`src/rtl/aclcs_pkg.sv`:
```
package aclcs_pkg;

  // register bus geometry
  localparam int unsigned ACLCS_ADDR_W = 16;
  localparam int unsigned ACLCS_DATA_W = 32;
  localparam int unsigned ACLCS_CTL_W  = 18;

  // register byte addresses
  localparam logic [ACLCS_ADDR_W-1:0] ACLCS_OFS_SET = 16'hF700;
  localparam logic [ACLCS_ADDR_W-1:0] ACLCS_OFS_CLR = 16'hF704;
  localparam logic [ACLCS_ADDR_W-1:0] ACLCS_OFS_STS = 16'hF708;

  // control field positions
  localparam int unsigned ACLCS_B_LINK_RELEASE  = 0;
  localparam int unsigned ACLCS_B_SLEEP_FORCE   = 1;
  localparam int unsigned ACLCS_B_RESUME_DETECT = 2;
  localparam int unsigned ACLCS_B_WARM_RESET    = 3;
  localparam int unsigned ACLCS_B_MIC_SELECT    = 4;
  localparam int unsigned ACLCS_B_READY_CLEAR   = 5;
  localparam int unsigned ACLCS_B_HALT_LSB      = 16;

  // storage bits that software may set or clear; everything else reads zero
  localparam logic [ACLCS_CTL_W-1:0] ACLCS_CTL_MASK  = 18'h3DF1F;
  localparam logic [ACLCS_CTL_W-1:0] ACLCS_CTL_RESET = 18'h00000;

  // dma channels: pcm tx, surround tx, center tx, bass tx, audio rx, modem tx, modem rx
  localparam int unsigned ACLCS_CH_N   = 7;
  localparam int unsigned ACLCS_HALT_N = 2;
  localparam int unsigned ACLCS_CH_BIT [0:ACLCS_CH_N-1] = '{8, 9, 10, 11, 12, 14, 15};

  // pin synchroniser depth
  localparam int unsigned ACLCS_SYNC_STAGES = 2;

  // status register layout
  localparam int unsigned ACLCS_S_READY_LSB = 0;
  localparam int unsigned ACLCS_S_HALT_LSB  = 2;
  localparam int unsigned ACLCS_CODEC_N     = 2;

endpackage

```
`src/rtl/aclcs_sync2.sv`:
```
`timescale 1ns/100ps
module aclcs_sync2 #(
  parameter int unsigned W = 2
) (
  // clock and reset
  input  wire logic         sys_clk,
  input  wire logic         rstn,
  // data
  input  wire logic [W-1:0] async_in,
  output logic      [W-1:0] sync_out
);

  logic [W-1:0] meta;

  // first stage feeds only the second stage
  always_ff @(posedge sys_clk or negedge rstn) begin
    if (!rstn) begin
      meta     <= '0;
      sync_out <= '0;
    end else begin
      meta     <= async_in;
      sync_out <= meta;
    end
  end

endmodule

```
`src/rtl/aclcs_halt.sv`:
```
`timescale 1ns/100ps
module aclcs_halt (
  // clock and reset
  input  wire logic sys_clk,
  input  wire logic rstn,
  // control
  input  wire logic halt_en,
  input  wire logic underrun,
  // state
  output logic      halted
);

  // once halted the channel stays stopped until the halt enable is cleared
  always_ff @(posedge sys_clk or negedge rstn) begin
    if (!rstn) begin
      halted <= 1'b0;
    end else if (!halt_en) begin
      halted <= 1'b0;
    end else if (underrun) begin
      halted <= 1'b1;
    end
  end
endmodule

```
`src/rtl/aclcs_ctrl.sv`:
```
`timescale 1ns/100ps
module aclcs_ctrl
  import aclcs_pkg::*;
(
  // clock and reset
  input  wire logic                                sys_clk,
  input  wire logic                                rstn,
  // register port
  input  wire logic [aclcs_pkg::ACLCS_ADDR_W-1:0]  addr,
  input  wire logic [aclcs_pkg::ACLCS_DATA_W-1:0]  wdata,
  input  wire logic                                wr,
  input  wire logic                                rd,
  output logic      [aclcs_pkg::ACLCS_DATA_W-1:0]  rdata,
  // dma channels
  input  wire logic [aclcs_pkg::ACLCS_CH_N-1:0]    dma_req_in,
  input  wire logic [aclcs_pkg::ACLCS_HALT_N-1:0]  underrun,
  output logic      [aclcs_pkg::ACLCS_CH_N-1:0]    dma_req,
  // codec readiness from the frame logic
  input  wire logic [aclcs_pkg::ACLCS_CODEC_N-1:0] codec_ready_evt,
  // frame logic link outputs
  input  wire logic                                sync_in,
  input  wire logic                                sdout_in,
  // link pins
  input  wire logic [aclcs_pkg::ACLCS_CODEC_N-1:0] sdin,
  output logic                                     link_sync,
  output logic                                     link_sdout,
  output logic                                     warm_reset,
  output logic                                     link_cold_reset_n,
  // receive path control and wake
  output logic                                     mic_source_select,
  output logic                                     power_event_irq
);
  import aclcs_pkg::*;

  logic [ACLCS_CTL_W-1:0]   ctl;
  logic [ACLCS_CODEC_N-1:0] codec_ready;
  logic [ACLCS_CODEC_N-1:0] sdin_sync;
  logic [ACLCS_HALT_N-1:0]  halted;
  logic [ACLCS_CH_N-1:0]    blocked;
  logic                     set_wr;
  logic                     clr_wr;
  logic                     ready_clear;
  logic [ACLCS_CTL_W-1:0]   wr_bits;

  assign set_wr      = wr && (addr == ACLCS_OFS_SET);
  assign clr_wr      = wr && (addr == ACLCS_OFS_CLR);
  assign wr_bits     = wdata[ACLCS_CTL_W-1:0] & ACLCS_CTL_MASK;
  assign ready_clear = set_wr && wdata[ACLCS_B_READY_CLEAR];

  // control storage: set register ors bits in, clear register takes them out
  always_ff @(posedge sys_clk or negedge rstn) begin
    if (!rstn) begin
      ctl <= ACLCS_CTL_RESET;
    end else if (set_wr) begin
      ctl <= ctl | wr_bits;
    end else if (clr_wr) begin
      ctl <= ctl & ~wr_bits;
    end
  end

  // codec ready flags; a ready event in the clearing cycle wins
  always_ff @(posedge sys_clk or negedge rstn) begin
    if (!rstn) begin
      codec_ready <= '0;
    end else begin
      codec_ready <= codec_ready_evt | (codec_ready & {ACLCS_CODEC_N{!ready_clear}});
    end
  end

  // read data, valid only in the cycle after the read strobe
  always_ff @(posedge sys_clk or negedge rstn) begin
    if (!rstn) begin
      rdata <= '0;
    end else if (!rd) begin
      rdata <= '0;
    end else if (addr == ACLCS_OFS_SET) begin
      rdata <= {{(ACLCS_DATA_W-ACLCS_CTL_W){1'b0}}, ctl & ACLCS_CTL_MASK};
    end else if (addr == ACLCS_OFS_STS) begin
      rdata <= {{(ACLCS_DATA_W-ACLCS_S_HALT_LSB-ACLCS_HALT_N){1'b0}}, halted, codec_ready};
    end else begin
      rdata <= '0;
    end
  end

  // halt tracking for the two transmit channels that can stop on underrun
  genvar h;
  generate
    for (h = 0; h < ACLCS_HALT_N; h++) begin : g_halt
      aclcs_halt u_halt (
        .sys_clk  (sys_clk),
        .rstn     (rstn),
        .halt_en  (ctl[ACLCS_B_HALT_LSB+h]),
        .underrun (underrun[h]),
        .halted   (halted[h])
      );
    end
  endgenerate

  // per-channel request gating
  genvar c;
  generate
    for (c = 0; c < ACLCS_CH_N; c++) begin : g_ch
      if (c < ACLCS_HALT_N) begin : g_hb
        assign blocked[c] = halted[c];
      end else begin : g_nb
        assign blocked[c] = 1'b0;
      end
      always_ff @(posedge sys_clk or negedge rstn) begin
        if (!rstn) begin
          dma_req[c] <= 1'b0;
        end else begin
          dma_req[c] <= dma_req_in[c] && ctl[ACLCS_CH_BIT[c]] && !blocked[c];
        end
      end
    end
  endgenerate

  // codec serial inputs come from pins
  aclcs_sync2 #(
    .W (ACLCS_CODEC_N)
  ) u_sdin_sync (
    .sys_clk  (sys_clk),
    .rstn     (rstn),
    .async_in (sdin),
    .sync_out (sdin_sync)
  );

  // wake request follows the serial inputs while detection is enabled
  always_ff @(posedge sys_clk or negedge rstn) begin
    if (!rstn) begin
      power_event_irq <= 1'b0;
    end else begin
      power_event_irq <= ctl[ACLCS_B_RESUME_DETECT] && (|sdin_sync);
    end
  end

  // link pins; sleep forcing holds sync and sdout low over warm reset and frame data, while warm_reset still follows its bit
  always_ff @(posedge sys_clk or negedge rstn) begin
    if (!rstn) begin
      link_sync  <= 1'b0;
      link_sdout <= 1'b0;
      warm_reset <= 1'b0;
    end else begin
      warm_reset <= ctl[ACLCS_B_WARM_RESET];
      if (ctl[ACLCS_B_SLEEP_FORCE]) begin
        link_sync  <= 1'b0;
        link_sdout <= 1'b0;
      end else begin
        link_sync  <= sync_in || ctl[ACLCS_B_WARM_RESET];
        link_sdout <= sdout_in;
      end
    end
  end

  // cold reset stays asserted from reset until software releases the link
  always_ff @(posedge sys_clk or negedge rstn) begin
    if (!rstn) begin
      link_cold_reset_n <= 1'b0;
    end else begin
      link_cold_reset_n <= ctl[ACLCS_B_LINK_RELEASE];
    end
  end

  // receive source: 1 microphone slot, 0 pcm slots
  always_ff @(posedge sys_clk or negedge rstn) begin
    if (!rstn) begin
      mic_source_select <= 1'b0;
    end else begin
      mic_source_select <= ctl[ACLCS_B_MIC_SELECT];
    end
  end
endmodule

```
`config.mk`:
```
export PLATFORM = sky130hd
export DESIGN_NAME = aclcs_ctrl
export DESIGN_NICKNAME = d
export VERILOG_FILES = /design/src/rtl/aclcs_pkg.sv /design/src/rtl/aclcs_sync2.sv /design/src/rtl/aclcs_halt.sv /design/src/rtl/aclcs_ctrl.sv
export SDC_FILE = /design/constraint.sdc
export NUM_CORES = 1
export LEC_CHECK = 0
export ABC_AREA = 1
export BUFFER_PORTS_ARGS = -buffer_cell sky130_fd_sc_hd__clkbuf_2
export CORE_ASPECT_RATIO = 1.25
export CORE_MARGIN = 5
export CORE_UTILIZATION = 46
export CTS_BUF_LIST = sky130_fd_sc_hd__clkbuf_4 sky130_fd_sc_hd__clkbuf_8
export DETAILED_ROUTE_END_ITERATION = 6
export HOLD_SLACK_MARGIN = 0.15
export PLACE_DENSITY = 0.89
export SYNTH_ARGS = -nofsm -noshare
export SYNTH_HDL_FRONTEND = slang
export SYNTH_SLANG_ARGS = --single-unit
```
`constraint.sdc`:
```
create_clock -name sys_clk -period 0.9 [get_ports sys_clk]
set_input_delay 0 -clock sys_clk [delete_from_list [all_inputs] [get_ports sys_clk]]
set_output_delay 0 -clock sys_clk [all_outputs]
set_load 0.05 [all_outputs]
```
**Word level (Yosys, flattened, before mapping)**

Index checks and enable logic that the tools add are counted.

- Flip-flop bits (word level): 71
- Input port bits: 67
- Output and inout port bits: 45

- Equality and inequality tests: 5
- Multiplexer cells: 11
- Bitwise gates (word level): 5
- Reductions and logical operators: 19

Operators with widths:

| cell | number |
|---|---|
| two-way mux 32 bit | 2 |
| equality test 16 bit, second input constant | 3 |
| two-way mux 18 bit | 2 |
| AND 18 bit | 1 |
| inverter 18 bit | 1 |
| OR 18 bit | 1 |
| logical AND 1 bit | 13 |
| two-way mux 1 bit | 6 |
| two-way mux 4 bit | 1 |
| != test 2 bit, second input constant | 2 |
| logical NOT 1 bit | 3 |
| AND 2 bit | 1 |
| OR 2 bit | 1 |
| nonzero test 2 bit | 1 |
| OR reduction 2 bit | 1 |
| logical OR 1 bit | 1 |

**Depth between registers and ports, before layout**

Gate-level depths: netlist (run 1).

- Word-level depth: 6
- Gate-level depth with buffers: 9
- Mapped depth without buffers: 8

**Modules after synthesis**

From an unflattened synthesis (run 1), not the netlist that was laid out.

- Cell total of the unflattened synthesis: 228
- Area, all modules: 2,059.5 µm²

Modules (own cells, without submodules):

| module | instances | cells each | area each (µm²) | sequential area each (µm²) |
|---|---|---|---|---|
| aclcs_ctrl | 1 | 216 | 1,886.8 | 1,076.0 |
| aclcs_sync2 | 1 | 4 | 100.1 | 100.1 |
| aclcs_halt | 2 | 4 | 36.3 | 25.0 |

**Least setup slack after synthesis (run 1)**

No wires, ideal clock.

- Path kind: input to register
- From: input addr[7] (netlist bit)
- To: register (tool-made name)
- Setup time: 0.117 ns
- Arrival: 0.745 ns
- Data required time: 0.783 ns
- Slack: 0.039 ns
- Stages: 7
- Path through: nor2_1 nand2_2 nor2_2 buf_2 nand4_1 nand2_1 nand2_1

RTL lines:

| what | RTL line | source |
|---|---|---|
| start: declaration | aclcs_ctrl.sv:9 | `input wire logic [aclcs_pkg::ACLCS_ADDR_W-1:0] addr,` |

**Worst setup path after layout (run 1)**

- From: register power_event_irq
- To: output power_event_irq

RTL lines:

| what | RTL line | source |
|---|---|---|
| start: declaration | aclcs_ctrl.sv:31 | `output logic power_event_irq` |
| start signal: assignment | aclcs_ctrl.sv:133 | `power_event_irq <= ctl[ACLCS_B_RESUME_DETECT] && (\|sdin_sync);` |

No word-level cell between the ends.

==> results by group, run 1 <==
Final layout
  – Syn-to-layout area delta: 47.0%
  – Sequential cell area: between 0.001 and 0.0015 sq mm
  – Commonest non-fill, non-tap cell in the layout: nand2_1
  – Multi-input logic area: 619 sq um
  – Most frequent cells in the layout: 67 x nand2_1, 49 x dfrtp_1, 49 x clkbuf_2
  – Final nets: 413
  – Layout fillers: 314
  – Fin cells: 404
  – Layout cell share with drive strength beyond 1: a little under a third
  – Diode count: 0

Placement
  – Port bufs: 76
  – HPWL Detailed: 3540 um
  – Placed cells: 364
  – Gpl congestion: a little under 0.8

Clocking
  – Clock sink total: 49
  – Longest Clk Path Bufs: 2
  – Worst-path clk slew: 80 ps
  – Post-CTS Setup Inserts: 0
  – H-tree depth: 2
  – Cts bufs inserted: 5
  – Root Buffer: clkbuf_8
  – Clk Latency, worst-skew pair: between 300 and 400 ps
  – CTS tree: built

STA
  – Slew Viols, Final: 0
  – Setup Skew: 6.87 ps
  – Tmin final: 872 ps
  – Final period util: 96.9%
  – Final Setup Violations: 0
  – Final hold vios: 0
  – Hold WS: 119 ps
  – FMAX: 1150 MHz

Global route
  – Initial antenna violation count: 0
  – Gr usage total: between 15 and 20%
  – Total gr overflow: 0
  – Largest net degree at the start of global routing: 50
  – Global-route wire length before repair: 8500 um
  – Vias in the first global route: 1865

Floorplanning
  – Die area: 0.00591 sq mm
  – IO Count: 112
  – Die width: 69.7 um
  – Die Y: 84.7 um
  – Initial Util: 47.1%
  – Placeable Area: 0.00436 sq mm
  – Row cnt: 27

Synth
  – Syn_area_per_cell: between 9 and 10 sq um
  – Post-Syn Area: 0.00205 sq mm
  – Synth cell types: 17
  – Synth area leaders: dfrtp_1 60%, nand2_1 12%, buf_4 6.6%
  – Syn. warnings: 0
  – Post-synth top area share: 59.8%
  – Sequential fraction of the synthesis area: 59.8%
  – Synth area leader: dfrtp_1
  – Seq cells post-synth: about 50
  – Mapped Cells: roughly 230

Critical path
  – Worst flop-to-flop path startpoint: g_halt[1].u_halt.halted$_DFFE_PN0P_
  – CP Capture Type: primary output
  – Crit-path max cell delay: 380 ps
  – Buf/Inv on CP: 1
  – Top Family by Delay on Critical Path: flip-flops
  – Critical path type: flip-flop to primary output
  – Critical Path RT: 900 ps
  – Crit start category: flip-flop
  – Slowest cell on crit path: dfrtp_1
  – Worst r2r path cells: 4
  – R2R setup slack: 150 ps
  – Crit-path cells: buf_4
  – Max FO, Critical Path: 1
  – Critical path data arrival time: 870 ps
  – CP Launch Point: power_event_irq$_DFF_PN0_
  – RR Endpoint: rdata[3]$_DFF_PN0_

Drt
  – Drt drc: 0
  – Via count: about 1900
  – Initial DRT Pass Iterations: 4
  – Routed Antenna Nets: 0
  – Final wirelength: 5250 um
  – Drt wl/cell: roughly 13 um
  – Initial DRC count: 171
  – Vias per cell: 4.61

Worst hold path
  – Hold_sp: addr[0]
  – Worst hold path type: input pin to flip-flop
  – Hold Path Sink: rdata[0]$_DFF_PN0_
  – Cells on Worst Hold Path: 6

Pwr
  – Power per cell area: 1350 mW/mm^2
  – Worst VDD drop: 0.700 mV
  – Leak pwr: 0.00166 uW

Run
  – Max_cap viols: 0

Run status
  – Status: finished clean
cells by family after synthesis:
family	share of synthesized area, %
compound gates	1.10
buf+inv	13.2
other cells	0.183
simple gates	25.8
flops	59.8
cell usage after synthesis:
| library cell | n |
|---|---|
| nand2_1 | 67 |
| dfrtp_1 | 49 |
| inv_1 | 26 |
| nor2_1 | 26 |
| buf_4 | 18 |
| nand4_1 | 16 |
| nand3_1 | 4 |
| nor2_2 | 4 |
| a21oi_1 | 3 |
| buf_2 | 3 |
| inv_2 | 2 |
| nand2_2 | 2 |
| nor2_4 | 2 |
| buf_1 | 1 |
| buf_6 | 1 |
| conb_1 | 1 |
| o21a_1 | 1 |
where the power goes:
part           total [uW]  switching [uW]  internal (uW)
clock                1320             676            640
sequential           2220            3.93           2210
combinational         537             331            206
total                4070            1010           3060
worst max path at each step:
stage,endpoint,slack (ps),cells after the start
6_report,power_event_irq,30,1
4_1_cts,rdata[8],0.01,1
5_1_grt,rdata[9],-1,1
2_1_floorplan,flip-flop,40,7
3_5_place_dp,codec_ready[0]$_DFF_PN0_,-120,9
3_3_place_gp,rdata[3]$_DFF_PN0_,-100,10
what timing repair did:
item / in CTS / in global routing
endpoints found under the setup margin: 24 / 28
endpoints found under the hold margin: 82 / 0
gates resized for setup: 25 / 28
gates cloned: 0 / 0
hold buffers: 33 / 0
stage by stage:
step	power [uW]	utilization [%]	instance area (sq um)	setup TNS [ps]	worst slack [ps]
after floorplan	2550	-	2120	0	38.9
after global placement	2670	57.7	2520	-876	-100
after detailed placement	2680	57.7	2520	-2140	-118
after CTS	4100	68.9	3000	0	0.0143
after global routing	4230	69.2	3020	-3.05	-1.49
final	4070	69.2	3020	0	27.6
worst min-delay path, cell delays in order:
cell      delay, ps
clkbuf_2         80
nor2_2           40
nand2_1          50
nor2_1           70
nand3_1          90
a21oi_1          50
routing by layer:
layer,routed length (um),GRT usage (%),up-vias
li1,-,-,896
met1,1960,22.1,856
met2,2760,31.0,102
met3,419,5.51,8
met4,105,8.54,0
met5,0,0,-
layout make-up:
type / instances / area share [%]
sequential: 49 / 40.6
clock buffer: 7 / 2.99
tap: 58 / 2.41
timing repair buffer: 119 / 29.9
inverter: 28 / 3.48
multi-input combinational: 143 / 20.5
(Power assumes the default switching activity.)
==> run 2, diff against run 1 <==
Settings changed: RECOVER_POWER from default to 25.
==> results by group, run 2 (synthesis results as in run 1) <==
Run status
  – Status: finished clean

Pwr
  – Clock share of power: 32.4% (about the same)
  – Logic gate share of total power: 13.0% (-0.2 points)
  – Leak pwr: 0.00165 uW (-0.28%)
  – Worst VDD drop: 0.700 mV (about the same)
  – Int Pwr: 3050 uW (-0.21%)
  – Net Switching: 1010 uW (-0.12%)
  – Reg power frac: 54.6% (about the same)
  – Power per cell area: 1350 mW/mm^2 (+0.23%)
  – Switching part of the total: 24.9% (about the same)

Drt
  – Routed Antenna Nets: 0 (unchanged)
  – Initial DRC count: 169 (-1.2%)
  – Met3 Wirelength: 419 um (unchanged)
  – Top sig layer: met4
  – Post-Route M1 WL: 1970 um (+0.10%)
  – Met2 wire length: 2760 um (about the same)
  – Via count: 1863 (+0.054%)
  – Final wirelength: 5260 um (about the same)
  – Initial DRT Pass Iterations: 4 (unchanged)
  – Drt drc: 0 (unchanged)
  – Vias per cell: 4.61 (about the same)
  – Drt wl/cell: 13.0 um (about the same)

Critical path
  – Critical path data arrival time: 870 ps (about the same)
  – Critical Path RT: 900 ps (about the same)
  – Slowest cell on crit path: dfrtp_1
  – Max FO, Critical Path: 1 (unchanged)
  – Crit-path max cell delay: 380 ps (about the same)
  – Critical path type: flip-flop to primary output
  – Buf/Inv on CP: 1 (unchanged)
  – Crit-path cells: buf_4
  – R2R setup slack: 150 ps (about the same)
  – Top Family by Delay on Critical Path: flip-flops
  – Crit start category: flip-flop
  – CP Capture Type: primary output

Global route
  – Total gr overflow: 0 (unchanged)
  – Largest net degree at the start of global routing: 50 (unchanged)
  – Global-route wire length before repair: 8500 um (unchanged)
  – Initial antenna violation count: 0 (unchanged)
  – Vias in the first global route: 1865 (unchanged)
  – Gr usage total: 18.6% (unchanged)

Floorplanning
  – Row cnt: 27 (unchanged)
  – IO Count: 112 (unchanged)
  – Die width: 69.7 um (unchanged)
  – Initial Util: 47.1% (unchanged)
  – Die area: 0.00591 sq mm (unchanged)
  – Die Y: 84.7 um (unchanged)
  – Placeable Area: 0.00436 sq mm (unchanged)

Clocking
  – Clock sink total: 49 (unchanged)
  – Clk Latency, worst-skew pair: 310 ps (about the same)
  – Cts bufs inserted: 5 (unchanged)
  – Post-CTS Setup Inserts: 0 (unchanged)
  – Root Buffer: clkbuf_8
  – Longest Clk Path Bufs: 2 (unchanged)
  – Worst-path clk slew: 80 ps (about the same)
  – CTS tree: built
  – H-tree depth: 2 (unchanged)

Placement
  – Placed cells: 364 (unchanged)
  – Port bufs: 76 (unchanged)
  – HPWL Detailed: 3540 um (unchanged)
  – DP Worst Slack: -118 ps (unchanged)
  – Gpl congestion: 0.771 (unchanged)

Final layout
  – Syn-to-layout area delta: 46.4%
  – Commonest non-fill, non-tap cell in the layout: nand2_1
  – Layout cell share with drive strength beyond 1: 30.1% (unchanged)
  – Final nets: 413 (unchanged)
  – Fin cells: 404 (unchanged)
  – Diode count: 0 (unchanged)
  – Most frequent cells in the layout: 67 x nand2_1, 49 x dfrtp_1, 49 x clkbuf_2

STA
  – Slew Viols, Final: 0 (unchanged)
  – Final hold vios: 0 (unchanged)
  – Rel. slew slack: 60.0%
  – Tmin final: 872 ps (unchanged)
  – Hold WS: 119 ps (-0.0270 ps)
  – Final period util: 96.9% (unchanged)
  – Tightest Pin Transition: 599 ps
  – FMAX: 1150 MHz (unchanged)
  – Setup Skew: 6.82 ps (-0.0444 ps)
  – Final Setup Violations: 0 (unchanged)
  – Post-route setup slack: 27.6 ps (unchanged)

Worst hold path
  – Worst hold path type: input pin to flip-flop

Run
  – Max_cap viols: 0 (unchanged)
-- run 2: through the flow --
| step | power [uW] | area (sq um) | TNS [ps] | util [%] |
|---|---|---|---|---|
| 6_report | 4060 | 3000 | 0 | 68.9 |
| 5_1_grt | 4220 | 3000 | -3.05 | 68.9 |
| 4_1_cts | 4100 | 3000 | 0 | 68.9 |
| 3_5_place_dp | 2680 | 2520 | -2140 | 57.7 |
| 3_3_place_gp | 2670 | 2520 | -876 | 57.7 |
| 2_1_floorplan | 2550 | 2120 | 0 | - |
-- run 2: worst min-delay path: stages --
cell and delay (ps):
clkbuf_2 80, nor2_2 40, nand2_1 50, nor2_1 70, nand3_1 90, a21oi_1 50
-- run 2: timing repair --
item                                    in CTS  in global routing
hold endpoints to repair                    82                  0
endpoints found under the setup margin      24                 28
hold buffers                                33                  0
gates resized for setup                     25                 28
cloned                                       0                  0
-- run 2: area by class of cell --
cell class / instances / area (sq um)
fillers: 315 / 1350
inverters: 28 / 105
well taps: 58 / 72.6
repair buffers: 119 / 891
multi-input cells: 143 / 619
clock buffers: 7 / 90.1
flip-flops and latches: 49 / 1230
-- run 2: power by group through the flow --
stage                     sequential, uW  combinational (uW)  clock [uW]
after floorplan                     2280                 267           0
after global placement              2260                 410           0
after detailed placement            2260                 418           0
after CTS                           2220                 536        1350
after global routing                2220                 572        1430
final                               2220                 530        1320
-- run 2: worst paths after layout --
| check | from | cells past startpoint | to |
|---|---|---|---|
| max in group asynchronous | rstn | 3 | rdata[1]$_DFF_PN0_ |
| worst max register to register | g_halt[1].u_halt.halted$_DFFE_PN0P_ | 4 | rdata[3]$_DFF_PN0_ |
| worst min-delay path | addr[0] | 6 | rdata[0]$_DFF_PN0_ |
| worst max-delay path | power_event_irq$_DFF_PN0_ | 1 | power_event_irq |
| min in group asynchronous | rstn | 3 | rdata[9]$_DFF_PN0_ |
| worst min register to register | u_sdin_sync.meta[1]$_DFF_PN0_ | 0 | u_sdin_sync.sync_out[1]$_DFF_PN0_ |
-- run 2: routing by layer --
metal	track usage, %	up-vias
met5	0	-
met4	8.54	0
met3	5.51	8
met2	31.0	103
met1	22.1	856
li1	-	896
==> run 3, diff against run 2 <==
Settings changed: CORE_UTILIZATION 46 to 45, PLACE_DENSITY 0.89 to 0.88.
==> results by group, run 3 (synthesis results as in run 1) <==
Critical path
  – Crit path depth: 1 (unchanged)
  – Critical path type: flip-flop to primary output
  – Worst r2r path cells: 4 (unchanged)
  – Crit start category: flip-flop
  – Worst flop-to-flop path startpoint: g_halt[1].u_halt.halted$_DFFE_PN0P_
  – Critical Path RT: 900 ps (about the same)
  – Crit-path max cell delay: 380 ps (about the same)
  – Max FO, Critical Path: 1 (unchanged)
  – Slowest cell on crit path: dfrtp_1
  – CP Capture Type: primary output
  – Buf/Inv on CP: 1 (unchanged)
  – CP Launch Point: rdata[17]$_DFF_PN0_
  – Top Family by Delay on Critical Path: flip-flops
  – Critical path data arrival time: 860 ps (about the same)
  – Crit-path cells: buf_4

Placement
  – HPWL Detailed: 3470 um (-1.9%)
  – Gpl congestion: 0.798 (+3.6%)
  – Port bufs: 76 (unchanged)
  – Placed cells: 364 (unchanged)
  – DP Area: 0.00252 sq mm (unchanged)
  – DP Worst Slack: -101 ps (+17.1 ps)

Drt
  – Drt drc: 0 (unchanged)
  – Via count: 1814 (-2.6%)
  – Initial DRT Pass Iterations: 4 (unchanged)
  – Initial DRC count: 69 (-59%)
  – Routed Antenna Nets: 0 (unchanged)
  – Final wirelength: 4830 um (-8.0%)
  – Drt wl/cell: 11.9 um (-8.3%)
  – Vias per cell: 4.48 (-2.9%)

Clocking
  – Clock sink total: 49 (unchanged)
  – Cts bufs inserted: 5 (unchanged)
  – H-tree depth: 2 (unchanged)
  – Root Buffer: clkbuf_8
  – Longest Clk Path Bufs: 2 (unchanged)
  – Worst-path clk slew: 80 ps (about the same)
  – CTS Hold Buffers Added: 33 (unchanged)
  – CTS tree: built
  – Post-CTS Setup Inserts: 0 (unchanged)
  – Clk Latency, worst-skew pair: 300 ps (about the same)

Global route
  – Total gr overflow: 0 (unchanged)
  – Initial antenna violation count: 0 (unchanged)
  – Largest net degree at the start of global routing: 50 (unchanged)
  – Global-route wire length before repair: 8120 um (-4.5%)
  – Gr usage total: 16.9% (-1.6 points)
  – Vias in the first global route: 1841 (-1.3%)

STA
  – Final hold vios: 0 (unchanged)
  – Setup Skew: 6.96 ps (+0.137 ps)
  – Post-route setup slack: 38.1 ps (+10.5 ps)
  – Rel. slew slack: 60.0% (-0.065 points)
  – Sum Neg Setup Slack: 0 ps (unchanged)
  – Slew Viols, Final: 0 (unchanged)
  – Tmin final: 862 ps (-10.5 ps)
  – Final Setup Violations: 0 (unchanged)
  – Tightest Pin Transition: 600 ps (+0.972 ps)
  – Final period util: 95.8% (-1.2 points)
  – FMAX: 1160 MHz (+1.2%)

Floorplanning
  – IO Count: 112 (unchanged)
  – Placeable Area: 0.00443 sq mm (+1.6%)
  – Die width: 70.4 um (+0.95%)
  – Initial Util: 46.4% (-0.72 points)
  – Row cnt: 27 (unchanged)
  – Die Y: 85.5 um (+0.97%)
  – Die area: 0.00602 sq mm (+1.9%)

Worst hold path
  – Cells on Worst Hold Path: 6 (unchanged)
  – Worst hold path type: input pin to flip-flop
  – Hold_sp: addr[1]

Final layout
  – Most frequent cells in the layout: 67 x nand2_1, 49 x dfrtp_1, 49 x clkbuf_2
  – Fin cells: 405 (+0.25%)
  – Diode count: 0 (unchanged)
  – Layout cell share with drive strength beyond 1: 30.3% (+0.20 points)
  – Final nets: 413 (unchanged)
  – Finished Cell Area: 0.00301 sq mm (+0.17%)
  – Commonest non-fill, non-tap cell in the layout: nand2_1
  – Syn-to-layout area delta: 46.6%

Pwr
  – Worst VDD drop: 0.722 mV (+3.1%)
  – Pwr Total: 4050 uW (-0.43%)
  – Leak pwr: 0.00166 uW (+0.13%)
  – Power per cell area: 1340 mW/mm^2 (-0.60%)

Run
  – Max_cap viols: 0 (unchanged)

Run status
  – Status: finished clean
==> run 3: changes by cell type in the layout (fill, tap and decap cells not counted), sizes merged <==
| cell | delta |
|---|---|
| clkbuf | +2 |
| buf | -1 |
==> run 3: worst paths after layout <==
check / to / slack [ps]
worst min-delay path: rdata[2]$_DFF_PN0_ / 130
max in group asynchronous: rdata[12]$_DFF_PN0_ / 160
worst max register to register: rdata[3]$_DFF_PN0_ / 140
worst max-delay path: rdata[17] / 40
worst min register to register: u_sdin_sync.sync_out[0]$_DFF_PN0_ / 360
min in group asynchronous: dma_req[6]$_DFF_PN0_ / 330
==> run 3: what timing repair did <==
item / in CTS / in global routing
endpoints found under the setup margin: 20 / 34
pin swaps: 0 / 1
gates resized for setup: 21 / 36
hold endpoints to repair: 82 / 1
==> run 3: cell type report <==
| type | instances | area [sq um] |
|---|---|---|
| inverters | 28 | 105 |
| repair buffers | 119 | 890 |
| fillers | 354 | 1420 |
| well taps | 58 | 72.6 |
| clock buffers | 8 | 91.3 |
| multi-input cells | 143 | 624 |
| flip-flops and latches | 49 | 1230 |
==> run 3: metal layers <==
layer | routed length (um) | GRT usage, % | up-vias
met4 | 98 | 7.32 | 0
li1 | - | - | 888
met5 | 0 | 0 | -
met2 | 2480 | 29.0 | 80
met1 | 1850 | 19.9 | 837
met3 | 399 | 4.34 | 9
==> run 3: stage by stage <==
step	hold WS [ps]	utilization (%)
floorplan	-296	-
global placement	3.74	56.9
detailed placement	7.19	56.9
CTS	117	67.7
global route	138	68.0
finish	131	68.0
==> run 3: power breakdown <==
group	leakage, uW	switching (uW)	internal (uW)
logic	0.000947	330	202
registers	0.000661	4.65	2210
clock network	0.0000498	653	643
